===== src/pulse_timing_pkg.sv =====
// ===========================================================
// Shared constants for the pulse timing register bank
package pulse_timing_pkg;

    // ===========================================================
    // Widths
    localparam int DATA_W  = 32;
    localparam int REG_W   = 24;
    localparam int EDGE_W  = 16;
    localparam int IDX_W   = 6;
    localparam int ADDR_W  = 8;
    localparam int ENTRIES = 6;

    // ===========================================================
    // Register indices (byte address is four times the index)
    localparam logic [5:0] CONTROL_RESET_READBACK_IDX   = 6'h00;
    localparam logic [5:0] SECOND_LED_SAMPLE_START_IDX  = 6'h01;
    localparam logic [5:0] SECOND_LED_SAMPLE_END_IDX    = 6'h02;
    localparam logic [5:0] FIRST_LED_ON_START_IDX       = 6'h03;
    localparam logic [5:0] FIRST_LED_ON_END_IDX         = 6'h04;
    localparam logic [5:0] AMBIENT_TWO_SAMPLE_START_IDX = 6'h05;
    localparam logic [5:0] AMBIENT_TWO_SAMPLE_END_IDX   = 6'h06;
    localparam logic [5:0] SAMPLE_RESULT_IDX            = 6'h2a;
    localparam logic [5:0] TIMING_COUNT_IDX             = 6'h3e;

    // ===========================================================
    // Control field positions
    localparam int READBACK_BIT     = 0;
    localparam int COUNTER_HOLD_BIT = 1;
    localparam int SOFT_RESET_BIT   = 3;

    // ===========================================================
    // Reset values
    localparam logic        CONTROL_BIT_RESET = 1'h0;
    localparam logic [15:0] EDGE_RESET        = 16'h0000;
    localparam logic [15:0] COUNT_RESET       = 16'h0000;

    // ===========================================================
    // Bus responses
    localparam logic [1:0] RESP_OKAY   = 2'h0;
    localparam logic [1:0] RESP_SLVERR = 2'h2;

endpackage


===== src/edge_reg_store.sv =====
`timescale 1ns/1ns
`default_nettype none
// ===========================================================
// Phase edge storage, one word per entry, byte-lane writes
module edge_reg_store #(
    parameter int ENTRIES = 6,
    parameter int WIDTH   = 16
) (
    input  wire logic                         clk,     // System clock
    input  wire logic                         ce,      // Clock enable
    input  wire logic                         clear,   // Sync clear all
    input  wire logic                         wrEn,    // Write strobe
    input  wire logic [$clog2(ENTRIES)-1:0]   wrEntry, // Entry written
    input  wire logic [WIDTH-1:0]             wrData,  // Write data
    input  wire logic [WIDTH/8-1:0]           wrMask,  // Byte lanes
    output logic      [ENTRIES*WIDTH-1:0]     values   // All entries
);

    // ===========================================================
    // One register group per entry and byte lane
    genvar e;
    genvar b;
    generate
        for (e = 0; e < ENTRIES; e++)
        begin : gEntry
            for (b = 0; b < WIDTH / 8; b++)
            begin : gByte
                // Clear outranks a write so soft reset is complete
                always_ff @(posedge clk)
                begin
                    if (ce)
                    begin
                        if (clear)
                            values[e*WIDTH+b*8 +: 8] <= 8'h00;
                        else if (wrEn && wrMask[b] &&
                                 wrEntry == ($clog2(ENTRIES))'(e))
                            values[e*WIDTH+b*8 +: 8] <= wrData[b*8 +: 8];
                    end
                end
            end
        end
    endgenerate

endmodule
`default_nettype wire


===== src/pulse_timing_control_regs.sv =====
// Implementation choice: the AXI4-Lite slave port.
`timescale 1ns/1ns
`default_nettype none
// Functional notes
// Writing control bit 3 soft-resets, self-clearing
// Control bit 1 holds timing counter at zero
// Readback bit set returns stored configuration
// Readback bit clear means configuration write mode
// Result register readable whatever readback bit
// Index 5 holds 16-bit ambient-two start, reset zero
// Index 6 holds 16-bit ambient-two end, reset zero
// Indices 1-4 hold 16-bit edges; upper zero
module pulse_timing_control_regs #(
    parameter logic [15:0] PERIOD_MAX = 16'hffff
) (
    input  wire logic        clk,                    // 10 MHz clock
    input  wire logic        rst,                    // Sync reset, high
    input  wire logic        ce,                     // Clock enable
    input  wire logic [7:0]  awaddr,                 // Write address
    input  wire logic        awvalid,                // Write addr valid
    output logic             awready,                // Write addr ready
    input  wire logic [31:0] wdata,                  // Write data
    input  wire logic [3:0]  wstrb,                  // Write strobes
    input  wire logic        wvalid,                 // Write data valid
    output logic             wready,                 // Write data ready
    output logic [1:0]       bresp,                  // Write response
    output logic             bvalid,                 // Response valid
    input  wire logic        bready,                 // Response ready
    input  wire logic [7:0]  araddr,                 // Read address
    input  wire logic        arvalid,                // Read addr valid
    output logic             arready,                // Read addr ready
    output logic [31:0]      rdata,                  // Read data
    output logic [1:0]       rresp,                  // Read response
    output logic             rvalid,                 // Read data valid
    input  wire logic        rready,                 // Read data ready
    input  wire logic [23:0] sampleResult,           // Conversion result
    output logic [15:0]      timingCount,            // Timing counter
    output logic             softResetPulse,         // Soft reset pulse
    output logic             readbackEnable,         // Readback mode
    output logic             timingCounterHold,      // Counter held
    output logic             secondLedSampleActive,  // Phase window
    output logic             firstLedOnActive,       // Phase window
    output logic             ambientTwoSampleActive  // Phase window
);

    // ===========================================================
    // Write channel holding registers
    logic [7:0]  awAddrHeld;
    logic [31:0] wDataHeld;
    logic [3:0]  wStrbHeld;

    wire [5:0] wrIdx     = awAddrHeld[7:2];
    wire       wrControl =
        wrIdx == pulse_timing_pkg::CONTROL_RESET_READBACK_IDX;
    wire       wrEdge    =
        wrIdx >= pulse_timing_pkg::SECOND_LED_SAMPLE_START_IDX &&
        wrIdx <= pulse_timing_pkg::AMBIENT_TWO_SAMPLE_END_IDX;
    wire       doWrite   = ce && !awready && !wready && !bvalid;
    wire       ctrlWrite = doWrite && wrControl && wStrbHeld[0];
    wire [2:0] wrEntry   = 3'(wrIdx - 6'h01);
    // Configuration writes only land in write mode
    wire       edgeWrite = doWrite && wrEdge && !readbackEnable;

    // ===========================================================
    // Write address / data capture, in either order
    always_ff @(posedge clk)
    begin
        if (rst)
        begin
            awready <= 1'b1;
            wready  <= 1'b1;
            bvalid  <= 1'b0;
            bresp   <= pulse_timing_pkg::RESP_OKAY;
        end
        else if (ce)
        begin
            if (awvalid && awready)
                awready <= 1'b0;
            if (wvalid && wready)
                wready <= 1'b0;
            if (doWrite)
            begin
                bvalid <= 1'b1;
                bresp  <= (wrControl || wrEdge) ?
                          pulse_timing_pkg::RESP_OKAY :
                          pulse_timing_pkg::RESP_SLVERR;
            end
            if (bvalid && bready)
            begin
                bvalid  <= 1'b0;
                awready <= 1'b1;
                wready  <= 1'b1;
            end
        end
    end

    // Payload registers, no reset needed
    always_ff @(posedge clk)
    begin
        if (ce && awvalid && awready)
            awAddrHeld <= awaddr;
        if (ce && wvalid && wready)
        begin
            wDataHeld <= wdata;
            wStrbHeld <= wstrb;
        end
    end

    // ===========================================================
    // Control bits; soft reset is a one-cycle pulse, never stored
    always_ff @(posedge clk)
    begin
        if (rst)
        begin
            softResetPulse    <= pulse_timing_pkg::CONTROL_BIT_RESET;
            readbackEnable    <= pulse_timing_pkg::CONTROL_BIT_RESET;
            timingCounterHold <= pulse_timing_pkg::CONTROL_BIT_RESET;
        end
        else if (ce)
        begin
            softResetPulse <= ctrlWrite &&
                wDataHeld[pulse_timing_pkg::SOFT_RESET_BIT];
            if (softResetPulse)
            begin
                readbackEnable    <= pulse_timing_pkg::CONTROL_BIT_RESET;
                timingCounterHold <= pulse_timing_pkg::CONTROL_BIT_RESET;
            end
            else if (ctrlWrite)
            begin
                readbackEnable    <=
                    wDataHeld[pulse_timing_pkg::READBACK_BIT];
                timingCounterHold <=
                    wDataHeld[pulse_timing_pkg::COUNTER_HOLD_BIT];
            end
        end
    end

    // ===========================================================
    // Edge count storage, cleared by either reset only while ce is high
    logic [pulse_timing_pkg::ENTRIES*pulse_timing_pkg::EDGE_W-1:0] edgeValues;

    edge_reg_store #(
        .ENTRIES (pulse_timing_pkg::ENTRIES),
        .WIDTH   (pulse_timing_pkg::EDGE_W)
    ) uStore (
        .clk     (clk),
        .ce      (ce),
        .clear   (rst || softResetPulse),
        .wrEn    (edgeWrite),
        .wrEntry (wrEntry),
        .wrData  (wDataHeld[15:0]),         // Upper bits are dropped
        .wrMask  (wStrbHeld[1:0]),
        .values  (edgeValues)
    );

    // Named views of the stored edges
    wire [15:0] secondLedSampleBegin  = edgeValues[15:0];
    wire [15:0] secondLedSampleFinish = edgeValues[31:16];
    wire [15:0] firstLedOnBegin       = edgeValues[47:32];
    wire [15:0] firstLedOnFinish      = edgeValues[63:48];
    wire [15:0] ambientTwoSampleBegin  = edgeValues[79:64];
    wire [15:0] ambientTwoSampleFinish = edgeValues[95:80];

    // ===========================================================
    // Read decode and data selection
    wire [5:0]  arIdx    = araddr[7:2];
    wire [2:0]  rdEntry  = 3'(arIdx - 6'h01);
    wire        rdControl =
        arIdx == pulse_timing_pkg::CONTROL_RESET_READBACK_IDX;
    wire        rdEdge   =
        arIdx >= pulse_timing_pkg::SECOND_LED_SAMPLE_START_IDX &&
        arIdx <= pulse_timing_pkg::AMBIENT_TWO_SAMPLE_END_IDX;
    wire        rdResult = arIdx == pulse_timing_pkg::SAMPLE_RESULT_IDX;
    wire        rdCount  = arIdx == pulse_timing_pkg::TIMING_COUNT_IDX;
    wire        rdMapped = rdControl || rdEdge || rdResult || rdCount;
    wire [15:0] edgeSel  = edgeValues[rdEntry*pulse_timing_pkg::EDGE_W +: 16];
    // Config reads are blanked in write mode; results never are
    wire [31:0] edgeWord = readbackEnable ? {16'h0000, edgeSel} :
                           32'h00000000;
    wire [31:0] readWord =
        rdEdge   ? edgeWord :
        rdResult ? {8'h00, sampleResult} :
        rdCount  ? {16'h0000, timingCount} :
                   32'h00000000;

    // ===========================================================
    // Read channel, data registered one cycle after address
    always_ff @(posedge clk)
    begin
        if (rst)
        begin
            arready <= 1'b1;
            rvalid  <= 1'b0;
            rdata   <= 32'h00000000;
            rresp   <= pulse_timing_pkg::RESP_OKAY;
        end
        else if (ce)
        begin
            if (arvalid && arready)
            begin
                arready <= 1'b0;
                rvalid  <= 1'b1;
                rdata   <= readWord;
                rresp   <= rdMapped ? pulse_timing_pkg::RESP_OKAY :
                                      pulse_timing_pkg::RESP_SLVERR;
            end
            else if (rvalid && rready)
            begin
                rvalid  <= 1'b0;
                arready <= 1'b1;
            end
        end
    end

    // ===========================================================
    // Pulse timing counter; held or soft reset forces zero
    wire counterZero = softResetPulse || timingCounterHold;
    wire atWrap      = timingCount == PERIOD_MAX;

    always_ff @(posedge clk)
    begin
        if (rst)
            timingCount <= pulse_timing_pkg::COUNT_RESET;
        else if (ce)
        begin
            if (counterZero || atWrap)
                timingCount <= pulse_timing_pkg::COUNT_RESET;
            else
                timingCount <= timingCount + 16'h0001;
        end
    end

    // ===========================================================
    // Phase windows, inclusive of both edges, off while held
    wire inSecondLed = timingCount >= secondLedSampleBegin &&
                       timingCount <= secondLedSampleFinish;
    wire inFirstLed  = timingCount >= firstLedOnBegin &&
                       timingCount <= firstLedOnFinish;
    wire inAmbient   = timingCount >= ambientTwoSampleBegin &&
                       timingCount <= ambientTwoSampleFinish;

    // Registered so the outputs never glitch on compare ripple
    always_ff @(posedge clk)
    begin
        if (rst)
        begin
            secondLedSampleActive  <= 1'b0;
            firstLedOnActive       <= 1'b0;
            ambientTwoSampleActive <= 1'b0;
        end
        else if (ce)
        begin
            secondLedSampleActive  <= inSecondLed && !counterZero;
            firstLedOnActive       <= inFirstLed && !counterZero;
            ambientTwoSampleActive <= inAmbient && !counterZero;
        end
    end

    // ===========================================================
    // Checks
    soft_reset_clear_a: assert property (
        @(posedge clk) disable iff (rst)
        ce && softResetPulse |=> !softResetPulse && timingCount == 16'h0000
            && !readbackEnable && edgeValues == '0)
        else $error("soft reset did not clear state or self-clear");

    soft_reset_trig_a: assert property (
        @(posedge clk) disable iff (rst)
        ce && ctrlWrite && wDataHeld[3] |=> softResetPulse)
        else $error("soft reset not raised after control write");

    counter_hold_a: assert property (
        @(posedge clk) disable iff (rst)
        ce && timingCounterHold |=> timingCount == 16'h0000
            && !firstLedOnActive)
        else $error("timing counter moved while held");

    // The release edge is not disabled, so reset sits in the antecedent
    counter_run_a: assert property (
        @(posedge clk) disable iff (rst)
        !rst && ce && !counterZero && timingCount != PERIOD_MAX
        |=> timingCount == $past(timingCount) + 16'h0001)
        else $error("timing counter did not advance");

    readback_on_a: assert property (
        @(posedge clk) disable iff (rst)
        ce && arvalid && arready && readbackEnable && arIdx == 6'h05
        |=> rvalid && rdata == {16'h0000, $past(ambientTwoSampleBegin)})
        else $error("readback did not return stored edge");

    write_mode_blank_a: assert property (
        @(posedge clk) disable iff (rst)
        ce && arvalid && arready && !readbackEnable && rdEdge
        |=> rvalid && rdata == 32'h00000000)
        else $error("configuration visible in write mode");

    result_read_a: assert property (
        @(posedge clk) disable iff (rst)
        ce && arvalid && arready && rdResult
        |=> rdata == {8'h00, $past(sampleResult)} && rresp == 2'h0)
        else $error("result read not returned");

    amb_start_store_a: assert property (
        @(posedge clk) disable iff (rst)
        doWrite && wrIdx == 6'h05 && wStrbHeld[1:0] == 2'h3
            && !readbackEnable && !softResetPulse
        |=> ambientTwoSampleBegin == $past(wDataHeld[15:0]))
        else $error("ambient two start not stored");

    amb_end_store_a: assert property (
        @(posedge clk) disable iff (rst)
        doWrite && wrIdx == 6'h06 && wStrbHeld[1:0] == 2'h3
            && !readbackEnable && !softResetPulse
        |=> ambientTwoSampleFinish == $past(wDataHeld[15:0]))
        else $error("ambient two end not stored");

    led_edge_store_a: assert property (
        @(posedge clk) disable iff (rst)
        doWrite && wrIdx == 6'h03 && wStrbHeld[1:0] == 2'h3
            && !readbackEnable && !softResetPulse
        |=> firstLedOnBegin == $past(wDataHeld[15:0]))
        else $error("led one start not stored");

    led_two_start_a: assert property (
        @(posedge clk) disable iff (rst)
        doWrite && wrIdx == 6'h01 && wStrbHeld[1:0] == 2'h3
            && !readbackEnable && !softResetPulse
        |=> secondLedSampleBegin == $past(wDataHeld[15:0]))
        else $error("led two start not stored");

    led_two_end_a: assert property (
        @(posedge clk) disable iff (rst)
        doWrite && wrIdx == 6'h02 && wStrbHeld[1:0] == 2'h3
            && !readbackEnable && !softResetPulse
        |=> secondLedSampleFinish == $past(wDataHeld[15:0]))
        else $error("led two end not stored");

    led_one_end_a: assert property (
        @(posedge clk) disable iff (rst)
        doWrite && wrIdx == 6'h04 && wStrbHeld[1:0] == 2'h3
            && !readbackEnable && !softResetPulse
        |=> firstLedOnFinish == $past(wDataHeld[15:0]))
        else $error("led one end not stored");

    // Edge writes refused in readback mode must leave every stored edge alone
    readback_write_block_a: assert property (
        @(posedge clk) disable iff (rst)
        doWrite && wrEdge && readbackEnable && !softResetPulse
        |=> $stable(edgeValues))
        else $error("edge changed by write in readback mode");

    edge_upper_zero_a: assert property (
        @(posedge clk) disable iff (rst)
        ce && arvalid && arready && rdEdge
        |=> rdata[31:16] == 16'h0000)
        else $error("edge read shows upper bits");

endmodule
`default_nettype wire


===== config.mk =====
export PLATFORM = sky130hd
export DESIGN_NAME = pulse_timing_control_regs
export DESIGN_NICKNAME = d
export VERILOG_FILES = /design/src/pulse_timing_pkg.sv /design/src/edge_reg_store.sv /design/src/pulse_timing_control_regs.sv
export SDC_FILE = /design/constraint.sdc
export NUM_CORES = 1
export LEC_CHECK = 0
export ABC_AREA = 1
export BUFFER_PORTS_ARGS = -buffer_cell sky130_fd_sc_hd__buf_2
export CORE_MARGIN = 3
export CORE_UTILIZATION = 30
export CTS_CLUSTER_DIAMETER = 60
export DETAILED_ROUTE_END_ITERATION = 8
export PLACE_DENSITY = 0.47
export RECOVER_POWER = 25
export REMOVE_ABC_BUFFERS = 1
export SLEW_MARGIN = 40
export SYNTH_ARGS = -nofsm -noshare
export SYNTH_HDL_FRONTEND = slang
export SYNTH_SLANG_ARGS = --single-unit
export TNS_END_PERCENT = 10

===== constraint.sdc =====
create_clock -name clk -period 3.2 [get_ports clk]
set_input_delay 0.16 -clock clk [delete_from_list [all_inputs] [get_ports clk]]
set_output_delay 0.16 -clock clk [all_outputs]
set_load 0.02 [all_outputs]

# After elaboration in Yosys (flattened, before gate mapping)
# Cells that the tools add are included.
# totals
reg_bits	185
output_inout_bits	63
elab_cells	175
# classes
addsub	3
n_lt_le_gt_ge	10
eq_ne	8
shifts	1
mux	33
reduce_logical	90
# op_table
cell	count
8-bit two-way mux	12
96-bit by 8-bit indexed part select with 16-bit output	1
16-bit greater-or-equal comparator	3
16-bit less-or-equal comparator	3
16-bit two-way mux	3
24-bit two-way mux	2
1-bit logical AND	39
2-bit AND reduction	19
2-bit nonzero test	17
16-bit by 1-bit adder with 16-bit output, second input constant	1
16-bit == test, second input constant	1
1-bit two-way mux	14
6-bit == test, second input constant	2
6-bit by 1-bit greater-or-equal comparator with 1-bit output, second input constant	2
6-bit by 3-bit less-or-equal comparator with 1-bit output, second input constant	2
6-bit logical NOT	2
1-bit logical OR	7
3-bit by 2-bit == test with 1-bit output, second input constant	2
3-bit == test, second input constant	2
3-bit by 1-bit subtractor with 3-bit output, second input constant	2
1-bit logical NOT	5
2-bit two-way mux	2
3-bit by 1-bit == test with 1-bit output, second input constant	1
3-bit logical NOT	1

# Longest topological paths before layout
# logic_depth
depth_word	10
mapped_depth	13
depth_no_buf	13

# By module
# Synthesis repeated with hierarchy kept, for this count alone.
# unflattened
cells_unflattened	1154
hier_area_um2	9929.5
# by_module_without_submodules
mod	instances	cells_per_inst	area_per_inst_um2	seq_area_each_um2
pulse_timing_control_regs	1	986	6725.2	1781.7
edge_reg_store	1	168	3204.3	2882.8

# Worst setup path before layout
# No wires, ideal clock.
# synth_timing
path_type	flip-flop to flip-flop
from	register timingCount[1]
to	register timingCount[8]
t_arrival_ns	1.856
t_required_ns	3.085
slack_ns	1.229
stages_incl_launch_ff	10
path_buffers	1
period_less_slack_ns	1.971
path_cell_list	dfxtp_1 ha_1 nand2_1 nor3_1 nand3_1 o21ai_1 nand2_1 nand2_1 buf_4 nor2_1
# synth_via
elab_chain_cells	3
# synth_lines
item	line_no	source
from (decl)	pulse_timing_control_regs.sv:37	output logic [15:0] timingCount,
from (signal assigned)	pulse_timing_control_regs.sv:223	timingCount <= pulse_timing_pkg::COUNT_RESET;
from (signal assigned)	pulse_timing_control_regs.sv:227	timingCount <= pulse_timing_pkg::COUNT_RESET;
from (signal assigned)	pulse_timing_control_regs.sv:229	timingCount <= timingCount + 16'h0001;
branches (longest 2 deep; another with 16-bit by 1-bit adder with 16-bit output)	--	
16-bit two-way mux (*)	pulse_timing_control_regs.sv:226	if (counterZero || atWrap)
# Every way passes the cells marked *.
# A chain may end at the register's enable or synchronous reset.

# Worst setup path after layout
# layout_timing
from	register timingCount[2]
to	register timingCount[6]
# The elaborated chain is that of the path after synthesis.

==> metrics <==
outcome finished, final reports clean; number of hold-repair buffers added at the cts stage 36; startpoint of the lowest-slack register-to-register path timingCount[2]; endpoint class of the critical path flop; peak fanout along the critical path 15; Reg2Reg Capture Point timingCount[6]; type of the worst setup path flop to flop; GRT overflow 0; distinct cell type count of the synthesized netlist 33; min setup slack post-route 1.002 ns; worst hold path type input pin to flop; die outline height 186.9 microns; unrepaired setup endpoints after global routing no; final total negative setup slack 0 ns; combined global-route utilization of all metal layers 15.80%; Slew HR 21.09%; Die ar. 34940 sq um; maximum number of pins on one net before global-route repair 80; Cells on Worst Hold Path 3; drt drc 0; worst slack, placed 0.9282 ns; placer's final routability congestion estimate 0.8679; CTS buffer count 17; Pins Over Slew Limit 0; worst vdd rail ir drop 0.0003485 V; half-perimeter wire length of the detailed placement result 20230 microns; final wirelength 26810 microns; sequential cell area 4664 sq um; Final Core Density 37.10%; initial antenna violation count 1; Power Density 432.5 nW/um^2; worst setup skew after layout 0.01268 ns; vias in the first global route 7825; Static Leakage 5.361 nW; Final min period 2.198 ns; routed vias 7908; wire length of the first global-routing pass 43140 microns; initial standard-cell utilization of the core 30.80%; number of antenna cells inserted 0; Post-Syn Area per Cell 8.554 sq um; number of buffers on the longest clock path 2; number of fill cells in the layout 3390; proportion of synthesized chip area in sequential cells 47.50%; TritonCTS clock tree done; signed area change from the synthesized netlist to the final layout 20.45%; maximum capacitance violations 0; die outline width 186.9 microns; Hold Path End rdata[1]; number of nets in the layout 1494; drt initial violations 320; final worst-path cycle share 68.69%; commonest cells after routing, fill and taps aside 198 x inv_1, 189 x nand2_1, 122 x nor2_1; number of cells on the worst reg-to-reg path 8; Post-CTS Repair Setup Buffers 0; worst path required time 3.49 ns; sinks on the clock net 173; clock-pin slew of the registers on the worst-case setup and hold paths 0.07 ns; proportion of layout cells with a drive suffix above 1 10.52%; number of vias per cell after detailed routing 4.503; area taken by multi-input logic gates 4215 sq um; setup slack of the worst register-to-register path 1.00 ns; top-level I/O count 147; I/O Buffers 114; wire length per cell 15.27 microns; maximum clock frequency 454.9 MHz; arrival time of data at the critical path endpoint 2.49 ns; clock insertion delay at the later pin of the skew report 0.43 ns; CTS-repair resized insts 0; number of synthesized register bits 173; # setup viols final 0; root cell of the clock tree clkbuf_16; cell count after synthesis 1148; Hold WS 0.02783 ns; number of H-tree levels 4; number of hold-slack violations in the final timing report 0; remaining antenna violation count 0; commonest non-fill, non-tap cell in the layout inv_1; Core Region 31880 sq um; worst-margin pin slew 1.184 ns; beginning of the worst hold path sampleResult[1]; Yosys warnings 0; standard-cell row count 65; first drt pass iteration count 5; Critical Path Start Type flop; Cell Area, Synth 9819 sq um
## registers in the layout, indices dropped and copies added (netlist names), 2 cells and up
register,count
timingCount,16
wStrbHeld,2
uStore.values,96
wDataHeld,16
rdata,24
awAddrHeld,6
## power breakdown
part           internal, mW  total (mW)  switching, mW
clock                  1.09        2.01          0.922
combinational         0.201       0.582          0.381
sequential             2.49        2.52         0.0372
total                  3.78        5.12           1.34
## per-stage QoR
| stage | instance area, sq um | cells | power, mW |
|---|---|---|---|
| floorplan | 9620 | 1110 | 2.888 |
| global placement | 10960 | 1688 | 3.130 |
| detailed placement | 10960 | 1688 | 3.133 |
| CTS | 11880 | 1756 | 5.200 |
| global route | 11830 | 1756 | 5.381 |
| finish | 11830 | 1756 | 5.116 |
## logic make-up (layout without fill, tap and decap cells)
| group | count (synthesis) | after routing | synth area share (%) |
|---|---|---|---|
| multiplexers | 1 | 1 | 0.1019 |
| other | 1 | 10 | 0.03819 |
| AND/OR/NAND/NOR | 374 | 374 | 15.39 |
| AO/OA/AOI/OAI | 242 | 242 | 13.16 |
| adder cells (fa/ha/maj) | 102 | 102 | 13.00 |
| flip-flops | 173 | 173 | 47.50 |
| XOR/XNOR | 8 | 8 | 0.7901 |
| buffers and inverters | 247 | 411 | 10.02 |
## area by class of cell
class                      instances  share of cell area [%]
timing repair buffer             179                   9.235
tap                              435                   4.602
clock buffer                      18                   3.628
multi-input combinational        737                   35.64
inverter                         200                   6.347
sequential                       173                   39.44
clock inverter                    14                   1.111
## metal layers
layer / share of wire, % / GRT usage (%) / vias to the layer above
met4: 0.92 / 3.548 / 0
li1: - / - / 4122
met1: 50 / 22.22 / 3587
met3: 5.3 / 3.561 / 16
met5: 0 / 0 / -
met2: 44 / 24.92 / 183
## synthesized netlist by cell type
master | count | area, sq um
a211oi_1 | 16 | 120.1
nor3b_1 | 2 | 15.01
buf_1 | 4 | 15.01
o22ai_1 | 16 | 100.1
a31oi_1 | 1 | 6.260
nand2_2 | 1 | 6.260
buf_2 | 6 | 30.03
ha_1 | 102 | 1276
conb_1 | 1 | 3.750
nand2_1 | 189 | 709.4
clkbuf_1 | 25 | 93.84
nor2_1 | 123 | 461.7
edfxtp_1 | 120 | 3603
a21oi_1 | 120 | 600.6
clkinv_1 | 1 | 3.750
o21ai_1 | 7 | 35.03
xor2_2 | 1 | 16.27
nand3b_1 | 1 | 7.510
o211ai_1 | 1 | 7.510
buf_4 | 11 | 82.58
nand4_1 | 14 | 87.58
dfxtp_1 | 53 | 1061
inv_1 | 199 | 747.0
o21a_1 | 3 | 22.52
mux2i_1 | 1 | 10.01
and3_1 | 2 | 12.51
o21ai_0 | 74 | 370.4
o21bai_1 | 4 | 30.03
nand3_1 | 25 | 125.1
xor2_1 | 7 | 61.31
buf_6 | 1 | 11.26
nor3_1 | 16 | 80.08
and2_1 | 1 | 6.260
## worst max-delay path: stages (launching register included)
cell	delay [ns]
dfxtp_1	0.70
nand2_1	0.15
nor3_1	0.18
buf_4	0.16
nand3_1	0.09
o21ai_1	0.20
nand2_1	0.07
nand2_1	0.42
nor3b_1	0.09
## worst max path at each step
| stage | end | slack (ns) | from |
|---|---|---|---|
| 6_report | timingCount[6] | 1.00 | timingCount[2] |
| 5_1_grt | timingCount[8] | 0.63 | timingCount[2] |
| 4_1_cts | timingCount[6] | 0.93 | timingCount[2] |
| 3_5_place_dp | timingCount[15] | 0.93 | timingCount[2] |
| 3_3_place_gp | timingCount[6] | 0.97 | timingCount[2] |
| 2_1_floorplan | rdata[0] | 1.19 | araddr[2] |
No activity file was read; power rests on OpenSTA's default activity.
